File: src/timer2_consts.vh
// register map, field positions, reset values and prescaler masks
// assumes byte-wide registers on an 8-bit address bus
`ifndef TIMER2_CONSTS_VH
`define TIMER2_CONSTS_VH

// ----------------------------------------
// register offsets
// ----------------------------------------
`define OFS_IRQ_ENABLE 8'h70
`define OFS_CTRL_A 8'hB0
`define OFS_CTRL_B 8'hB1
`define OFS_COUNT 8'hB2
`define OFS_CMP_A 8'hB3
`define OFS_CMP_B 8'hB4
`define OFS_ASYNC 8'hB6
`define OFS_FLAGS 8'h37

// ----------------------------------------
// field positions
// ----------------------------------------
`define CB_FORCE_A 7
`define CB_FORCE_B 6
`define CB_WGM_MSB 3
`define CA_ACT_A_HI 7
`define CA_ACT_A_LO 6
`define CA_ACT_B_HI 5
`define CA_ACT_B_LO 4
`define AS_EXT_CLK 6
`define AS_ASYNC_SEL 5
`define IRQ_CMP_B 2
`define IRQ_CMP_A 1
`define IRQ_OVF 0
`define PEND_COUNT 4
`define PEND_CMP_A 3
`define PEND_CMP_B 2
`define PEND_CTRL_A 1
`define PEND_CTRL_B 0

// ----------------------------------------
// reset values and counter limits
// ----------------------------------------
`define RST_BYTE 8'h00
`define COUNT_MAX 8'hFF
`define COUNT_BOTTOM 8'h00

// ----------------------------------------
// prescaler tap masks (divide by mask + 1)
// ----------------------------------------
`define PS_MASK_8 10'h007
`define PS_MASK_32 10'h01F
`define PS_MASK_64 10'h03F
`define PS_MASK_128 10'h07F
`define PS_MASK_256 10'h0FF
`define PS_MASK_1024 10'h3FF

`endif

File: src/async_timer2.v
// 8-bit timer/counter with optional asynchronous clocking
// assumes a byte register port in the ref_clk domain; the oscillator
// pin is sampled as an ordinary input and its rising edges become ticks
`timescale 1ns/1ps
`include "timer2_consts.vh"

module async_timer2 (
  // clock and reset
  input wire ref_clk,
  input wire rst,
  // register port
  input wire [7:0] addr,
  input wire [7:0] wdata,
  input wire wr_en,
  input wire rd_en,
  output reg [7:0] rdata,
  // interrupt controller
  input wire global_irq_enable,
  input wire [2:0] vector_ack,
  output wire irq_compare_b,
  output wire irq_compare_a,
  output wire irq_overflow,
  // oscillator pin
  input wire osc_input_pin,
  output wire osc_run,
  output wire ext_clk_buf_en,
  // waveform pins
  output wire wave_out_a,
  output wire wave_out_a_oe,
  output wire wave_out_b,
  output wire wave_out_b_oe
);

  // ----------------------------------------
  // state
  // ----------------------------------------
  reg [7:0] ctrl_a_t_r;
  reg [3:0] ctrl_b_t_r;
  reg [7:0] cmp_a_t_r;
  reg [7:0] cmp_b_t_r;
  reg [7:0] cnt_t_r;
  reg [7:0] ctrl_a_r;
  reg [3:0] ctrl_b_r;
  reg [7:0] cmp_a_r;
  reg [7:0] cmp_b_r;
  reg [7:0] count_r;
  reg [4:0] pend_r;
  reg ext_clk_r;
  reg async_sel_r;
  reg [2:0] irq_en_r;
  reg [2:0] flag_r;
  reg up_r;
  reg block_r;
  reg wave_a_r;
  reg wave_b_r;
  reg osc_s1_r;
  reg osc_s2_r;
  reg osc_s3_r;
  reg [7:0] count_nxt;
  reg up_nxt;
  reg [7:0] rd_nxt;

  // ----------------------------------------
  // decode
  // ----------------------------------------
  wire wr_irq = wr_en && (addr == `OFS_IRQ_ENABLE);
  wire wr_ctl_a = wr_en && (addr == `OFS_CTRL_A);
  wire wr_ctl_b = wr_en && (addr == `OFS_CTRL_B);
  wire wr_cnt = wr_en && (addr == `OFS_COUNT);
  wire wr_cmp_a = wr_en && (addr == `OFS_CMP_A);
  wire wr_cmp_b = wr_en && (addr == `OFS_CMP_B);
  wire wr_async = wr_en && (addr == `OFS_ASYNC);
  wire wr_flags = wr_en && (addr == `OFS_FLAGS);

  // ----------------------------------------
  // tick source
  // ----------------------------------------
  // the second and third stages feed the edge detector
  wire osc_edge = osc_s2_r & ~osc_s3_r;
  // in async mode a transfer waits for an oscillator edge
  wire xfer = osc_edge;
  wire src_tick = async_sel_r ? osc_edge : 1'b1;
  wire tick;

  tick_prescaler u_prescaler (
    .ref_clk(ref_clk),
    .rst(rst),
    .src_tick(src_tick),
    .sel(ctrl_b_r[2:0]),
    .tick(tick)
  );

  // ----------------------------------------
  // mode decode
  // ----------------------------------------
  wire [2:0] wgm = {ctrl_b_r[`CB_WGM_MSB], ctrl_a_r[1:0]};
  wire pwm = wgm[0];
  wire phase_pwm = (wgm[1:0] == 2'b01);
  wire top_is_cmp = wgm[2] | (wgm == 3'b010);
  wire [7:0] top = top_is_cmp ? cmp_a_r : `COUNT_MAX;
  wire at_top = (count_r == top);
  wire at_bottom = (count_r == `COUNT_BOTTOM);

  // a counter load blocks the match on the following tick
  wire match_a = tick && (count_r == cmp_a_r) && !block_r;
  wire match_b = tick && (count_r == cmp_b_r) && !block_r;
  // in PWM modes the written strobes are dropped
  wire force_a = wr_ctl_b && wdata[`CB_FORCE_A] && !pwm;
  wire force_b = wr_ctl_b && wdata[`CB_FORCE_B] && !pwm;
  wire fast_bottom = tick && pwm && !phase_pwm && at_top;

  reg ovf_evt;
  always @* begin
    if (phase_pwm) begin
      ovf_evt = tick && at_bottom && !up_r;
    end else if (pwm) begin
      ovf_evt = tick && at_top;
    end else begin
      ovf_evt = tick && (count_r == `COUNT_MAX);
    end
  end

  // ----------------------------------------
  // counting sequence
  // ----------------------------------------
  always @* begin
    count_nxt = count_r;
    up_nxt = up_r;
    if (phase_pwm) begin
      if (up_r) begin
        if (at_top) begin
          up_nxt = 1'b0;
          count_nxt = count_r - 8'h01;
        end else begin
          count_nxt = count_r + 8'h01;
        end
      end else begin
        if (at_bottom) begin
          up_nxt = 1'b1;
          count_nxt = count_r + 8'h01;
        end else begin
          count_nxt = count_r - 8'h01;
        end
      end
    end else if (at_top) begin
      count_nxt = `COUNT_BOTTOM;
      up_nxt = 1'b1;
    end else begin
      count_nxt = count_r + 8'h01;
      up_nxt = 1'b1;
    end
  end

  // ----------------------------------------
  // waveform output update
  // ----------------------------------------
  function wave_nxt;
    input cur;
    input [1:0] act;
    input m;
    input f;
    input [2:0] mode;
    input up;
    input bot;
    begin
      wave_nxt = cur;
      if (!mode[0]) begin
        if (m || f) begin
          case (act)
            2'd1: wave_nxt = ~cur;
            2'd2: wave_nxt = 1'b0;
            2'd3: wave_nxt = 1'b1;
            default: wave_nxt = cur;
          endcase
        end
      end else if (act == 2'd1) begin
        if (m && mode[2]) begin
          wave_nxt = ~cur;
        end
      end else if (act[1]) begin
        if (mode[1]) begin
          if (m) begin
            wave_nxt = act[0];
          end else if (bot) begin
            wave_nxt = ~act[0];
          end
        end else if (m) begin
          wave_nxt = up ? act[0] : ~act[0];
        end
      end
    end
  endfunction

  // ----------------------------------------
  // pin synchroniser
  // ----------------------------------------
  always @(posedge ref_clk) begin
    if (rst) begin
      osc_s1_r <= 1'b0;
      osc_s2_r <= 1'b0;
      osc_s3_r <= 1'b0;
    end else begin
      osc_s1_r <= osc_input_pin;
      osc_s2_r <= osc_s1_r;
      osc_s3_r <= osc_s2_r;
    end
  end

  // ----------------------------------------
  // software-facing registers
  // ----------------------------------------
  always @(posedge ref_clk) begin
    if (rst) begin
      ctrl_a_t_r <= `RST_BYTE;
      ctrl_b_t_r <= 4'h0;
      cmp_a_t_r <= `RST_BYTE;
      cmp_b_t_r <= `RST_BYTE;
      cnt_t_r <= `RST_BYTE;
      irq_en_r <= 3'h0;
      ext_clk_r <= 1'b0;
      async_sel_r <= 1'b0;
    end else begin
      if (wr_ctl_a) begin
        ctrl_a_t_r <= {wdata[7:4], 2'b00, wdata[1:0]};
      end
      if (wr_ctl_b) begin
        ctrl_b_t_r <= wdata[3:0];
      end
      if (wr_cmp_a) begin
        cmp_a_t_r <= wdata;
      end
      if (wr_cmp_b) begin
        cmp_b_t_r <= wdata;
      end
      if (wr_cnt) begin
        cnt_t_r <= wdata;
      end
      if (wr_irq) begin
        irq_en_r <= wdata[2:0];
      end
      if (wr_async) begin
        ext_clk_r <= wdata[`AS_EXT_CLK];
        async_sel_r <= wdata[`AS_ASYNC_SEL];
      end
    end
  end

  // ----------------------------------------
  // busy flags and transfer into the timer
  // ----------------------------------------
  // a write landing with a transfer keeps its flag: set beats clear
  wire [4:0] wr_vec = {wr_cnt, wr_cmp_a, wr_cmp_b, wr_ctl_a, wr_ctl_b};

  always @(posedge ref_clk) begin
    if (rst) begin
      pend_r <= 5'h00;
    end else if (async_sel_r) begin
      pend_r <= wr_vec | (pend_r & {5{~xfer}});
    end else begin
      pend_r <= 5'h00;
    end
  end

  always @(posedge ref_clk) begin
    if (rst) begin
      ctrl_a_r <= `RST_BYTE;
      ctrl_b_r <= 4'h0;
      cmp_a_r <= `RST_BYTE;
      cmp_b_r <= `RST_BYTE;
    end else if (!async_sel_r) begin
      if (wr_ctl_a) begin
        ctrl_a_r <= {wdata[7:4], 2'b00, wdata[1:0]};
      end
      if (wr_ctl_b) begin
        ctrl_b_r <= wdata[3:0];
      end
      if (wr_cmp_a) begin
        cmp_a_r <= wdata;
      end
      if (wr_cmp_b) begin
        cmp_b_r <= wdata;
      end
    end else if (xfer) begin
      if (pend_r[`PEND_CTRL_A]) begin
        ctrl_a_r <= ctrl_a_t_r;
      end
      if (pend_r[`PEND_CTRL_B]) begin
        ctrl_b_r <= ctrl_b_t_r;
      end
      if (pend_r[`PEND_CMP_A]) begin
        cmp_a_r <= cmp_a_t_r;
      end
      if (pend_r[`PEND_CMP_B]) begin
        cmp_b_r <= cmp_b_t_r;
      end
    end
  end

  // ----------------------------------------
  // counter
  // ----------------------------------------
  wire load_sync = wr_cnt && !async_sel_r;
  wire load_async = async_sel_r && xfer && pend_r[`PEND_COUNT];

  always @(posedge ref_clk) begin
    if (rst) begin
      count_r <= `RST_BYTE;
      up_r <= 1'b1;
      block_r <= 1'b0;
    end else if (load_sync) begin
      count_r <= wdata;
      block_r <= 1'b1;
    end else if (load_async) begin
      count_r <= cnt_t_r;
      block_r <= 1'b1;
    end else if (tick) begin
      count_r <= count_nxt;
      up_r <= up_nxt;
      block_r <= 1'b0;
    end
  end

  // ----------------------------------------
  // waveform outputs
  // ----------------------------------------
  // forced events reach only the pins, never the flags or counter
  always @(posedge ref_clk) begin
    if (rst) begin
      wave_a_r <= 1'b0;
      wave_b_r <= 1'b0;
    end else begin
      wave_a_r <= wave_nxt(wave_a_r,
        ctrl_a_r[`CA_ACT_A_HI:`CA_ACT_A_LO], match_a, force_a, wgm,
        up_r, fast_bottom);
      wave_b_r <= wave_nxt(wave_b_r,
        ctrl_a_r[`CA_ACT_B_HI:`CA_ACT_B_LO], match_b, force_b, wgm,
        up_r, fast_bottom);
    end
  end

  assign wave_out_a = wave_a_r;
  assign wave_out_b = wave_b_r;
  assign wave_out_a_oe = |ctrl_a_r[`CA_ACT_A_HI:`CA_ACT_A_LO];
  assign wave_out_b_oe = |ctrl_a_r[`CA_ACT_B_HI:`CA_ACT_B_LO];

  // ----------------------------------------
  // interrupt flags
  // ----------------------------------------
  wire [2:0] flag_set = {match_b, match_a, ovf_evt};
  wire [2:0] flag_clr = vector_ack | (wr_flags ? wdata[2:0] : 3'h0);

  always @(posedge ref_clk) begin
    if (rst) begin
      flag_r <= 3'h0;
    end else begin
      flag_r <= flag_set | (flag_r & ~flag_clr);
    end
  end

  assign irq_compare_b = global_irq_enable
    & irq_en_r[`IRQ_CMP_B] & flag_r[`IRQ_CMP_B];
  assign irq_compare_a = global_irq_enable
    & irq_en_r[`IRQ_CMP_A] & flag_r[`IRQ_CMP_A];
  assign irq_overflow = global_irq_enable
    & irq_en_r[`IRQ_OVF] & flag_r[`IRQ_OVF];

  // ----------------------------------------
  // oscillator control
  // ----------------------------------------
  // the crystal is held off whenever the input buffer is in use
  assign osc_run = async_sel_r & ~ext_clk_r;
  assign ext_clk_buf_en = async_sel_r & ext_clk_r;

  // ----------------------------------------
  // read port
  // ----------------------------------------
  always @* begin
    if (addr == `OFS_IRQ_ENABLE) begin
      rd_nxt = {5'h00, irq_en_r};
    end else if (addr == `OFS_CTRL_A) begin
      rd_nxt = ctrl_a_t_r;
    end else if (addr == `OFS_CTRL_B) begin
      rd_nxt = {4'h0, ctrl_b_t_r};
    end else if (addr == `OFS_COUNT) begin
      rd_nxt = count_r;
    end else if (addr == `OFS_CMP_A) begin
      rd_nxt = cmp_a_t_r;
    end else if (addr == `OFS_CMP_B) begin
      rd_nxt = cmp_b_t_r;
    end else if (addr == `OFS_ASYNC) begin
      rd_nxt = {1'b0, ext_clk_r, async_sel_r, pend_r};
    end else if (addr == `OFS_FLAGS) begin
      rd_nxt = {5'h00, flag_r};
    end else begin
      rd_nxt = 8'h00;
    end
  end

  // data stands only in the cycle after the strobe
  always @(posedge ref_clk) begin
    if (rst) begin
      rdata <= 8'h00;
    end else if (rd_en) begin
      rdata <= rd_nxt;
    end else begin
      rdata <= 8'h00;
    end
  end

endmodule

File: src/tick_prescaler.v
// timer tick prescaler: divides a source tick by the selected ratio
// assumes src_tick is a one-cycle pulse in the ref_clk domain
`timescale 1ns/1ps
`include "timer2_consts.vh"

module tick_prescaler (
  // clock and reset
  input wire ref_clk,
  input wire rst,
  // source and selection
  input wire src_tick,
  input wire [2:0] sel,
  // divided tick
  output reg tick
);

  reg [9:0] div_r;
  reg [9:0] mask;

  // ----------------------------------------
  // tap selection
  // ----------------------------------------
  always @* begin
    case (sel)
      3'd2: mask = `PS_MASK_8;
      3'd3: mask = `PS_MASK_32;
      3'd4: mask = `PS_MASK_64;
      3'd5: mask = `PS_MASK_128;
      3'd6: mask = `PS_MASK_256;
      3'd7: mask = `PS_MASK_1024;
      default: mask = 10'h000;
    endcase
  end

  // free-running divider, shared by all taps
  always @(posedge ref_clk) begin
    if (rst) begin
      div_r <= 10'h000;
    end else if (src_tick) begin
      div_r <= div_r + 10'h001;
    end
  end

  // code 0 stops the counter, code 1 passes every source tick
  always @* begin
    tick = src_tick && (sel != 3'd0) && ((div_r & mask) == mask);
  end

endmodule

File: config.mk
export PLATFORM = sky130hd
export DESIGN_NAME = async_timer2
export DESIGN_NICKNAME = d
export VERILOG_FILES = /design/src/async_timer2.v /design/src/tick_prescaler.v
export VERILOG_INCLUDE_DIRS = /design/src /design/src/src
export SDC_FILE = /design/constraint.sdc
export NUM_CORES = 1
export LEC_CHECK = 0
export ABC_AREA = 1
export BUFFER_PORTS_ARGS = -buffer_cell sky130_fd_sc_hd__buf_2
export CAP_MARGIN = 20
export CORE_UTILIZATION = 61
export CTS_CLUSTER_SIZE = 40
export DETAILED_ROUTE_END_ITERATION = 12
export GPL_ROUTABILITY_DRIVEN = 0
export GPL_TIMING_DRIVEN = 0
export PLACE_DENSITY = 0.8
export SLEW_MARGIN = 5
export SYNTH_ARGS = -nofsm -noshare
export SYNTH_HDL_FRONTEND = slang
export SYNTH_HIERARCHICAL = 1
export SYNTH_SLANG_ARGS = --single-unit
File: constraint.sdc
create_clock -name ref_clk -period 6.93 [get_ports ref_clk]
set_input_delay 1.0395 -clock ref_clk [delete_from_list [all_inputs] [get_ports ref_clk]]
set_output_delay 1.0395 -clock ref_clk [all_outputs]
set_load 0.02 [all_outputs]
==> impl_metrics.env, run 1 <==
export IMPL_yosysUniqueCellTypes=44
export IMPL_cp_max_fo=10
export IMPL_vias_per_cell=5.990
export IMPL_async_flop_share=0
export IMPL_synth_compound_area_share=0.2257
export IMPL_p_leak_nw=2.714
export IMPL_status="finished, final reports clean"
export IMPL_grt_max_degree=19
export IMPL_synth_avg_cell_area_um2=6.728
export IMPL_wl_met3_um=1918
export IMPL_area_delta_synth_final_pct=9.298
export IMPL_cts_resized=0
export IMPL_synth_top_family_by_area="simple AND/OR/NAND/NOR gates"
export IMPL_required_ps=7220
export IMPL_die_w_um=100.5
export IMPL_antenna_found_initial=0
export IMPL_share_comb_of_total_power=0.071
export IMPL_io_pins=42
export IMPL_layoutNonFillerInstCount=1064
export IMPL_critical_path_arrival_ps=3980
export IMPL_fmax_ghz=0.2706
export IMPL_yosys_area_share_simple=0.2732
export IMPL_grt_pass1_wl_um=29080
export IMPL_drive_gt1_frac=0.1230
export IMPL_drt_met1_wl_um=7328
export IMPL_clk_pin_slew_ps=110
export IMPL_wl_um=18470
export IMPL_pre_cts_slack_ps=3381
export IMPL_setup_viol=0
export IMPL_numCtsBuffers=9
export IMPL_place_inst=1048
export IMPL_postRouteAntennaNets=0
export IMPL_cap_violations=0
export IMPL_worstSetupPathType="reg2reg"
export IMPL_drtIter0Drc=756
export IMPL_dr_pass1_iters=7
export IMPL_rsz0062_at_grt="no"
export IMPL_place_detailed_hpwl_um=13720
export IMPL_setup_slack_ps=3234
export IMPL_cts_root_buf="clkbuf_8"
export IMPL_portBuffers=39
export IMPL_grt_pass1_vias=5972
export IMPL_drc=0
export IMPL_met2_length_um=8177
export IMPL_drv_slew=0
export IMPL_clk_path_buf_depth=2
export IMPL_synth_cells=880
export IMPL_hold_violations=0
export IMPL_cts_hold_buf=0
export IMPL_track_usage=0.3742
export IMPL_vias=6373
export IMPL_internal_power_uw=789.0
export IMPL_fin_worst_skew_ps=11.07
export IMPL_clkSinkCount=106
export IMPL_power_mw=1.080
export IMPL_clkPwrFrac=0.359
export IMPL_switching_share=0.2698
export IMPL_power_switching_uw=291.5
export IMPL_tns_ps=0
export IMPL_rows=35
export IMPL_muxShareOfSynthArea=0
export IMPL_syn_cell_area_um2=5921
export IMPL_worst_slew_pin_slew_ps=733.7
export IMPL_startpoint_type="register"
export IMPL_synth_edff_count=0
export IMPL_worstHoldPathType="reg2reg"
export IMPL_p_per_area_nw_per_um2=167.0
export IMPL_nets=964
export IMPL_routedWlPerCell_um=17.36
export IMPL_cts_tree="built"
export IMPL_synthFlopType="dfxtp_1"
export IMPL_clk_latency_ps=380
export IMPL_die_y_um=100.5
export IMPL_ys_ff_latch=106
export IMPL_core_region_area_um2=9328
export IMPL_synth_fp_nets=914
export IMPL_relSlewSlack=0.5109
export IMPL_synth_xor_area_share=0.01479
export IMPL_fin_crit_ps=3696
export IMPL_die_area_um2=10100
export IMPL_start_util=0.6347
export IMPL_grt_ovfl_total=0
export IMPL_post_cts_setup_buffers=0
export IMPL_critPathCaptureType="register"
export IMPL_peakVddDrop_mv=0.1032
export IMPL_htreeDepth=3
export IMPL_num_antenna_cells=0
export IMPL_seqPwrFrac=0.570
export IMPL_ys_seq_area_frac=0.3584
export IMPL_fin_crit_sh=0.5333
export IMPL_yosys_area_share_adder=0.01902
export IMPL_top_layer_used="met4"
export IMPL_yosysWarnings=6
==> area by class of cell <==
class                           instances  area, um2
Clock buffer                           11      151.4
Clock inverter                          5      42.54
Fill cell                             835       2856
Buffer                                 32      166.4
Inverter                              126      478.0
Sequential cell                       106       2122
Timing Repair Buffer                   39      195.2
Multi-Input combinational cell        616       3154
Tap cell                              129      161.4
==> critical path: stages (launching register included) <==
cell	delay, ps
dfxtp_1	340
clkbuf_1	330
clkbuf_1	370
nand2_1	160
buf_4	180
inv_2	70
nor2_1	100
nand2_1	50
nor2_1	380
inv_1	180
nor2_1	200
nand2_1	80
nor2_1	100
nand4_1	370
o21a_1	320
nor2_1	140
nand3_1	90
nor2_1	90
nor2_1	50
==> path summary, 6_finish.rpt <==
| kind | startpoint | to | slack [ps] | cells past startpoint |
|---|---|---|---|---|
| worst min-delay path | osc_s1_r | osc_s2_r | 430 | 2 |
| worst max-delay path | async_sel_r | wave_out_a | 3230 | 18 |
| worst max register to register | async_sel_r | wave_out_a | 3230 | 18 |
| worst min register to register | osc_s1_r | osc_s2_r | 430 | 2 |
==> power by group through the flow <==
stage	clock (mW)	combinational, mW	sequential [mW]
floorplan	0	0.0433	0.629
global placement	0	0.0719	0.629
detailed placement	0	0.0736	0.629
CTS	0.384	0.0738	0.615
global route	0.408	0.0821	0.616
finish	0.388	0.0769	0.615
==> state kept, by name, summed over array words and instances, names as in the netlist, 3 cells and up <==
| name | count |
|---|---|
| cmp_a_r | 8 |
| cmp_a_t_r | 8 |
| cmp_b_r | 8 |
| cmp_b_t_r | 8 |
| cnt_t_r | 8 |
| count_r | 8 |
| ctrl_a_r | 6 |
| ctrl_a_t_r | 6 |
| ctrl_b_r | 4 |
| ctrl_b_t_r | 4 |
| flag_r | 3 |
| irq_en_r | 3 |
| pend_r | 5 |
| rdata | 8 |
| u_prescaler/div_r | 10 |
==> layout by cell type, fill, tap and decap left out, drive strengths merged, types with 2 or more instances in the layout <==
| cell type | count |
|---|---|
| nand2 | 183 |
| inv | 128 |
| o21ai | 118 |
| dfxtp | 106 |
| a21oi | 104 |
| nor2 | 86 |
| buf | 54 |
| nand3 | 51 |
| clkbuf | 28 |
| nor3 | 15 |
| nand4 | 10 |
| ha | 9 |
| xor2 | 8 |
| a31oi | 7 |
| o211ai | 5 |
| o22ai | 4 |
| o21a | 3 |
| xnor2 | 2 |
| o2111ai | 2 |
| o221ai | 2 |
| clkinv | 2 |
| o31ai | 2 |
==> cells by family (layout without fill, tap and decap cells) <==
family,after synthesis,after routing
flip-flops,106,106
XOR/XNOR,10,10
AO/OA/AOI/OAI,250,250
AND/OR/NAND/NOR,347,347
adder cells (fa/ha/maj),9,9
buffers and inverters,158,213
==> per-layer routing <==
metal	up-vias	track usage
met2	420	0.5943
met5	-	0
li1	2988	-
met4	0	0.2196
met1	2865	0.4738
met3	100	0.07282
==> cells in the mapped netlist, types with 7 or more instances <==
library cell	count	area share
a21oi_1	102	0.086
a31oi_1	7	0.0074
buf_2	7	0.0059
clkbuf_1	17	0.011
dfxtp_1	106	0.36
ha_1	9	0.019
inv_1	113	0.072
inv_2	12	0.0076
nand2_1	173	0.11
nand3_1	50	0.042
nand4_1	8	0.0085
nor2_1	73	0.046
nor3_1	12	0.010
o21ai_0	100	0.085
o21ai_1	16	0.014
xor2_1	8	0.012
==> per-stage QoR <==
step	utilization	hold slack, ps	cell area [um2]
finish	0.6938	429.0	6471
floorplan	-	388.3	5921
CTS	0.6938	428.4	6471
global placement	0.6730	389.4	6277
global route	0.6938	438.2	6471
detailed placement	0.6730	413.0	6277
(Power assumes the default switching activity.)
==> inputs of run 2 (changes only) <==
==> constraint.sdc (replaced) <==
create_clock -name ref_clk -period 3.5 [get_ports ref_clk]
set_input_delay 0.525 -clock ref_clk [delete_from_list [all_inputs] [get_ports ref_clk]]
set_output_delay 0.525 -clock ref_clk [all_outputs]
set_load 0.02 [all_outputs]
==> run 2 against run 1 <==
Effect of this change:
- worst setup slack worse by 3000 ps
- final area is 0.29% higher
- clock power is 98% higher
- non-clock buffer count is 2 higher
- fmax is 15% higher
- global-route usage stayed put
- die area stayed put
- clock skew is 1.4 ps lower
- final cell count is 0.19% higher
- largest cell class unchanged
- largest power group unchanged
- highest routed layer unchanged
==> impl_metrics.env, run 2 (synthesis results as in run 1) <==
export IMPL_hold_slack_ps=316.5
export IMPL_clk_path_buf_depth=2
export IMPL_postRouteAntennaNets=0
export IMPL_die_w_um=100.5
export IMPL_clkPwrFrac=0.359
export IMPL_rows=35
export IMPL_antenna_found_initial=0
export IMPL_cts_hold_buf=0
export IMPL_nets=966
export IMPL_worstSetupPathType="reg2reg"
export IMPL_layout_commonest_cell="nand2_1"
export IMPL_clk_pin_slew_ps=110
export IMPL_layout_common_cells="173 x nand2_1, 113 x inv_1, 106 x dfxtp_1"
export IMPL_ff_latch_area_um2=2122
export IMPL_crit_path_start="async_sel_r"
export IMPL_status="finished, final reports clean"
export IMPL_r2r_cells=19
export IMPL_rsz0062_at_grt="no"
export IMPL_hold_violations=0
export IMPL_wl_um=18400
export IMPL_fillers=833
export IMPL_worst_slew_pin_slew_ps=718.8
export IMPL_worstHoldPathType="in2reg"
export IMPL_fin_crit_sh=0.9212
export IMPL_cap_violations=0
export IMPL_peakVddDrop_mv=0.2034
export IMPL_setup_slack_ps=275.6
export IMPL_grt_max_degree=19
export IMPL_multiInputGateArea_um2=3157
export IMPL_pre_cts_slack_ps=-49.49
export IMPL_top_layer_used="met4"
export IMPL_grt_ovfl_total=0
export IMPL_r2r_start="async_sel_r"
export IMPL_seqPwrFrac=0.569
export IMPL_vias=6405
export IMPL_htreeDepth=3
export IMPL_dr_pass1_iters=6
export IMPL_drtIter0Drc=732
export IMPL_power_mw=2.140
export IMPL_finish_instance_area_um2=6490
export IMPL_tns_ps=0
export IMPL_fin_worst_skew_ps=9.626
export IMPL_core_region_area_um2=9328
export IMPL_fin_crit_ps=3224
export IMPL_post_route_util=0.6958
export IMPL_share_comb_of_total_power=0.071
export IMPL_largest_register="u_prescaler/div_r"
export IMPL_startpoint_type="register"
export IMPL_p_leak_nw=2.726
export IMPL_place_inst=1048
export IMPL_place_detailed_hpwl_um=13720
export IMPL_required_ps=3790
export IMPL_numCtsBuffers=9
export IMPL_largest_reg_flops=10
export IMPL_setup_viol=0
export IMPL_critical_path_arrival_ps=3510
export IMPL_portBuffers=39
export IMPL_r2r_slack_ps=280
export IMPL_io_pins=42
export IMPL_dpl_cell_area_um2=6277
export IMPL_vias_per_cell=6.008
export IMPL_p_per_area_nw_per_um2=329.7
export IMPL_cts_tree="built"
export IMPL_grt_pass1_vias=5972
export IMPL_cp_max_fo=10
export IMPL_area_delta_synth_final_pct=9.615
export IMPL_drive_gt1_frac=0.1270
export IMPL_clk_latency_ps=380
export IMPL_switching_share=0.2698
export IMPL_power_switching_uw=577.2
export IMPL_grt_pass1_wl_um=29080
export IMPL_cts_root_buf="clkbuf_8"
export IMPL_internal_power_mw=1.562
export IMPL_layoutNonFillerInstCount=1066
export IMPL_num_antenna_cells=0
export IMPL_clkSinkCount=106
export IMPL_fmax_ghz=0.3101
export IMPL_start_util=0.6347
export IMPL_die_y_um=100.5
export IMPL_relSlewSlack=0.5208
export IMPL_drc=0
export IMPL_critPathCaptureType="register"
export IMPL_rr_endpoint="wave_out_a"
export IMPL_track_usage=0.3742
export IMPL_drt_met1_wl_um=7275
export IMPL_crit_end="wave_out_a"
export IMPL_met2_length_um=8278
export IMPL_wl_met3_um=1848
export IMPL_drv_slew=0
export IMPL_routedWlPerCell_um=17.26
export IMPL_die_area_um2=10100
-- run 2: cell types whose count changed in the layout (fill, tap and decap cells not counted), sizes merged --
cell / previous run / this run
buf: 54 / 56
-- run 2: timing repair --
| item | in CTS | in global routing |
|---|---|---|
| cloned | 0 | 0 |
| resized for setup | 1 | 2 |
| setup endpoints to repair | 1 | 1 |
| setup buffers | 0 | 2 |
-- run 2: area by class of cell --
cell class                 count  share of cell area
inverter                     126             0.07365
multi-input combinational    616              0.4864
sequential                   106              0.3270
clock buffer                  11             0.02333
tap                          129             0.02487
buffer                        32             0.02583
clock inverter                 5            0.006555
timing repair buffer          41             0.03239
-- run 2: how the worst min path moves through the flow --
stage / cells past startpoint / from / end
after floorplan: 2 / osc_s1_r / osc_s2_r
after global placement: 2 / osc_s1_r / osc_s2_r
after detailed placement: 2 / osc_s1_r / osc_s2_r
after CTS: 2 / rst / u_prescaler/div_r[3]
after global routing: 2 / rst / u_prescaler/div_r[3]
final: 2 / rst / u_prescaler/div_r[3]
-- run 2: per-layer routing --
metal	track usage	vias up
met2	0.5943	409
met4	0.2196	0
met5	0	-
li1	-	2992
met3	0.07282	100
met1	0.4738	2904
-- run 2: worst max-delay path, cell delays in order, from the launching register on --
cell,delay [ps]
dfxtp_1,340
clkbuf_1,320
clkbuf_2,320
nand2_1,120
buf_4,170
inv_2,70
nor2_1,100
nand2_1,60
nor2_2,270
inv_1,150
nor2_1,190
nand2_1,80
nor2_1,100
nand4_1,100
buf_4,180
o21a_1,170
nor2_1,130
nand3_1,90
nor2_1,90
nor2_1,50
-- run 2: power by group through the flow --
stage | registers (mW) | logic [mW] | clock network, mW
final | 1.22 | 0.152 | 0.769
after global routing | 1.22 | 0.163 | 0.809
after CTS | 1.22 | 0.146 | 0.761
after detailed placement | 1.25 | 0.146 | 0
after global placement | 1.25 | 0.142 | 0
after floorplan | 1.24 | 0.0858 | 0
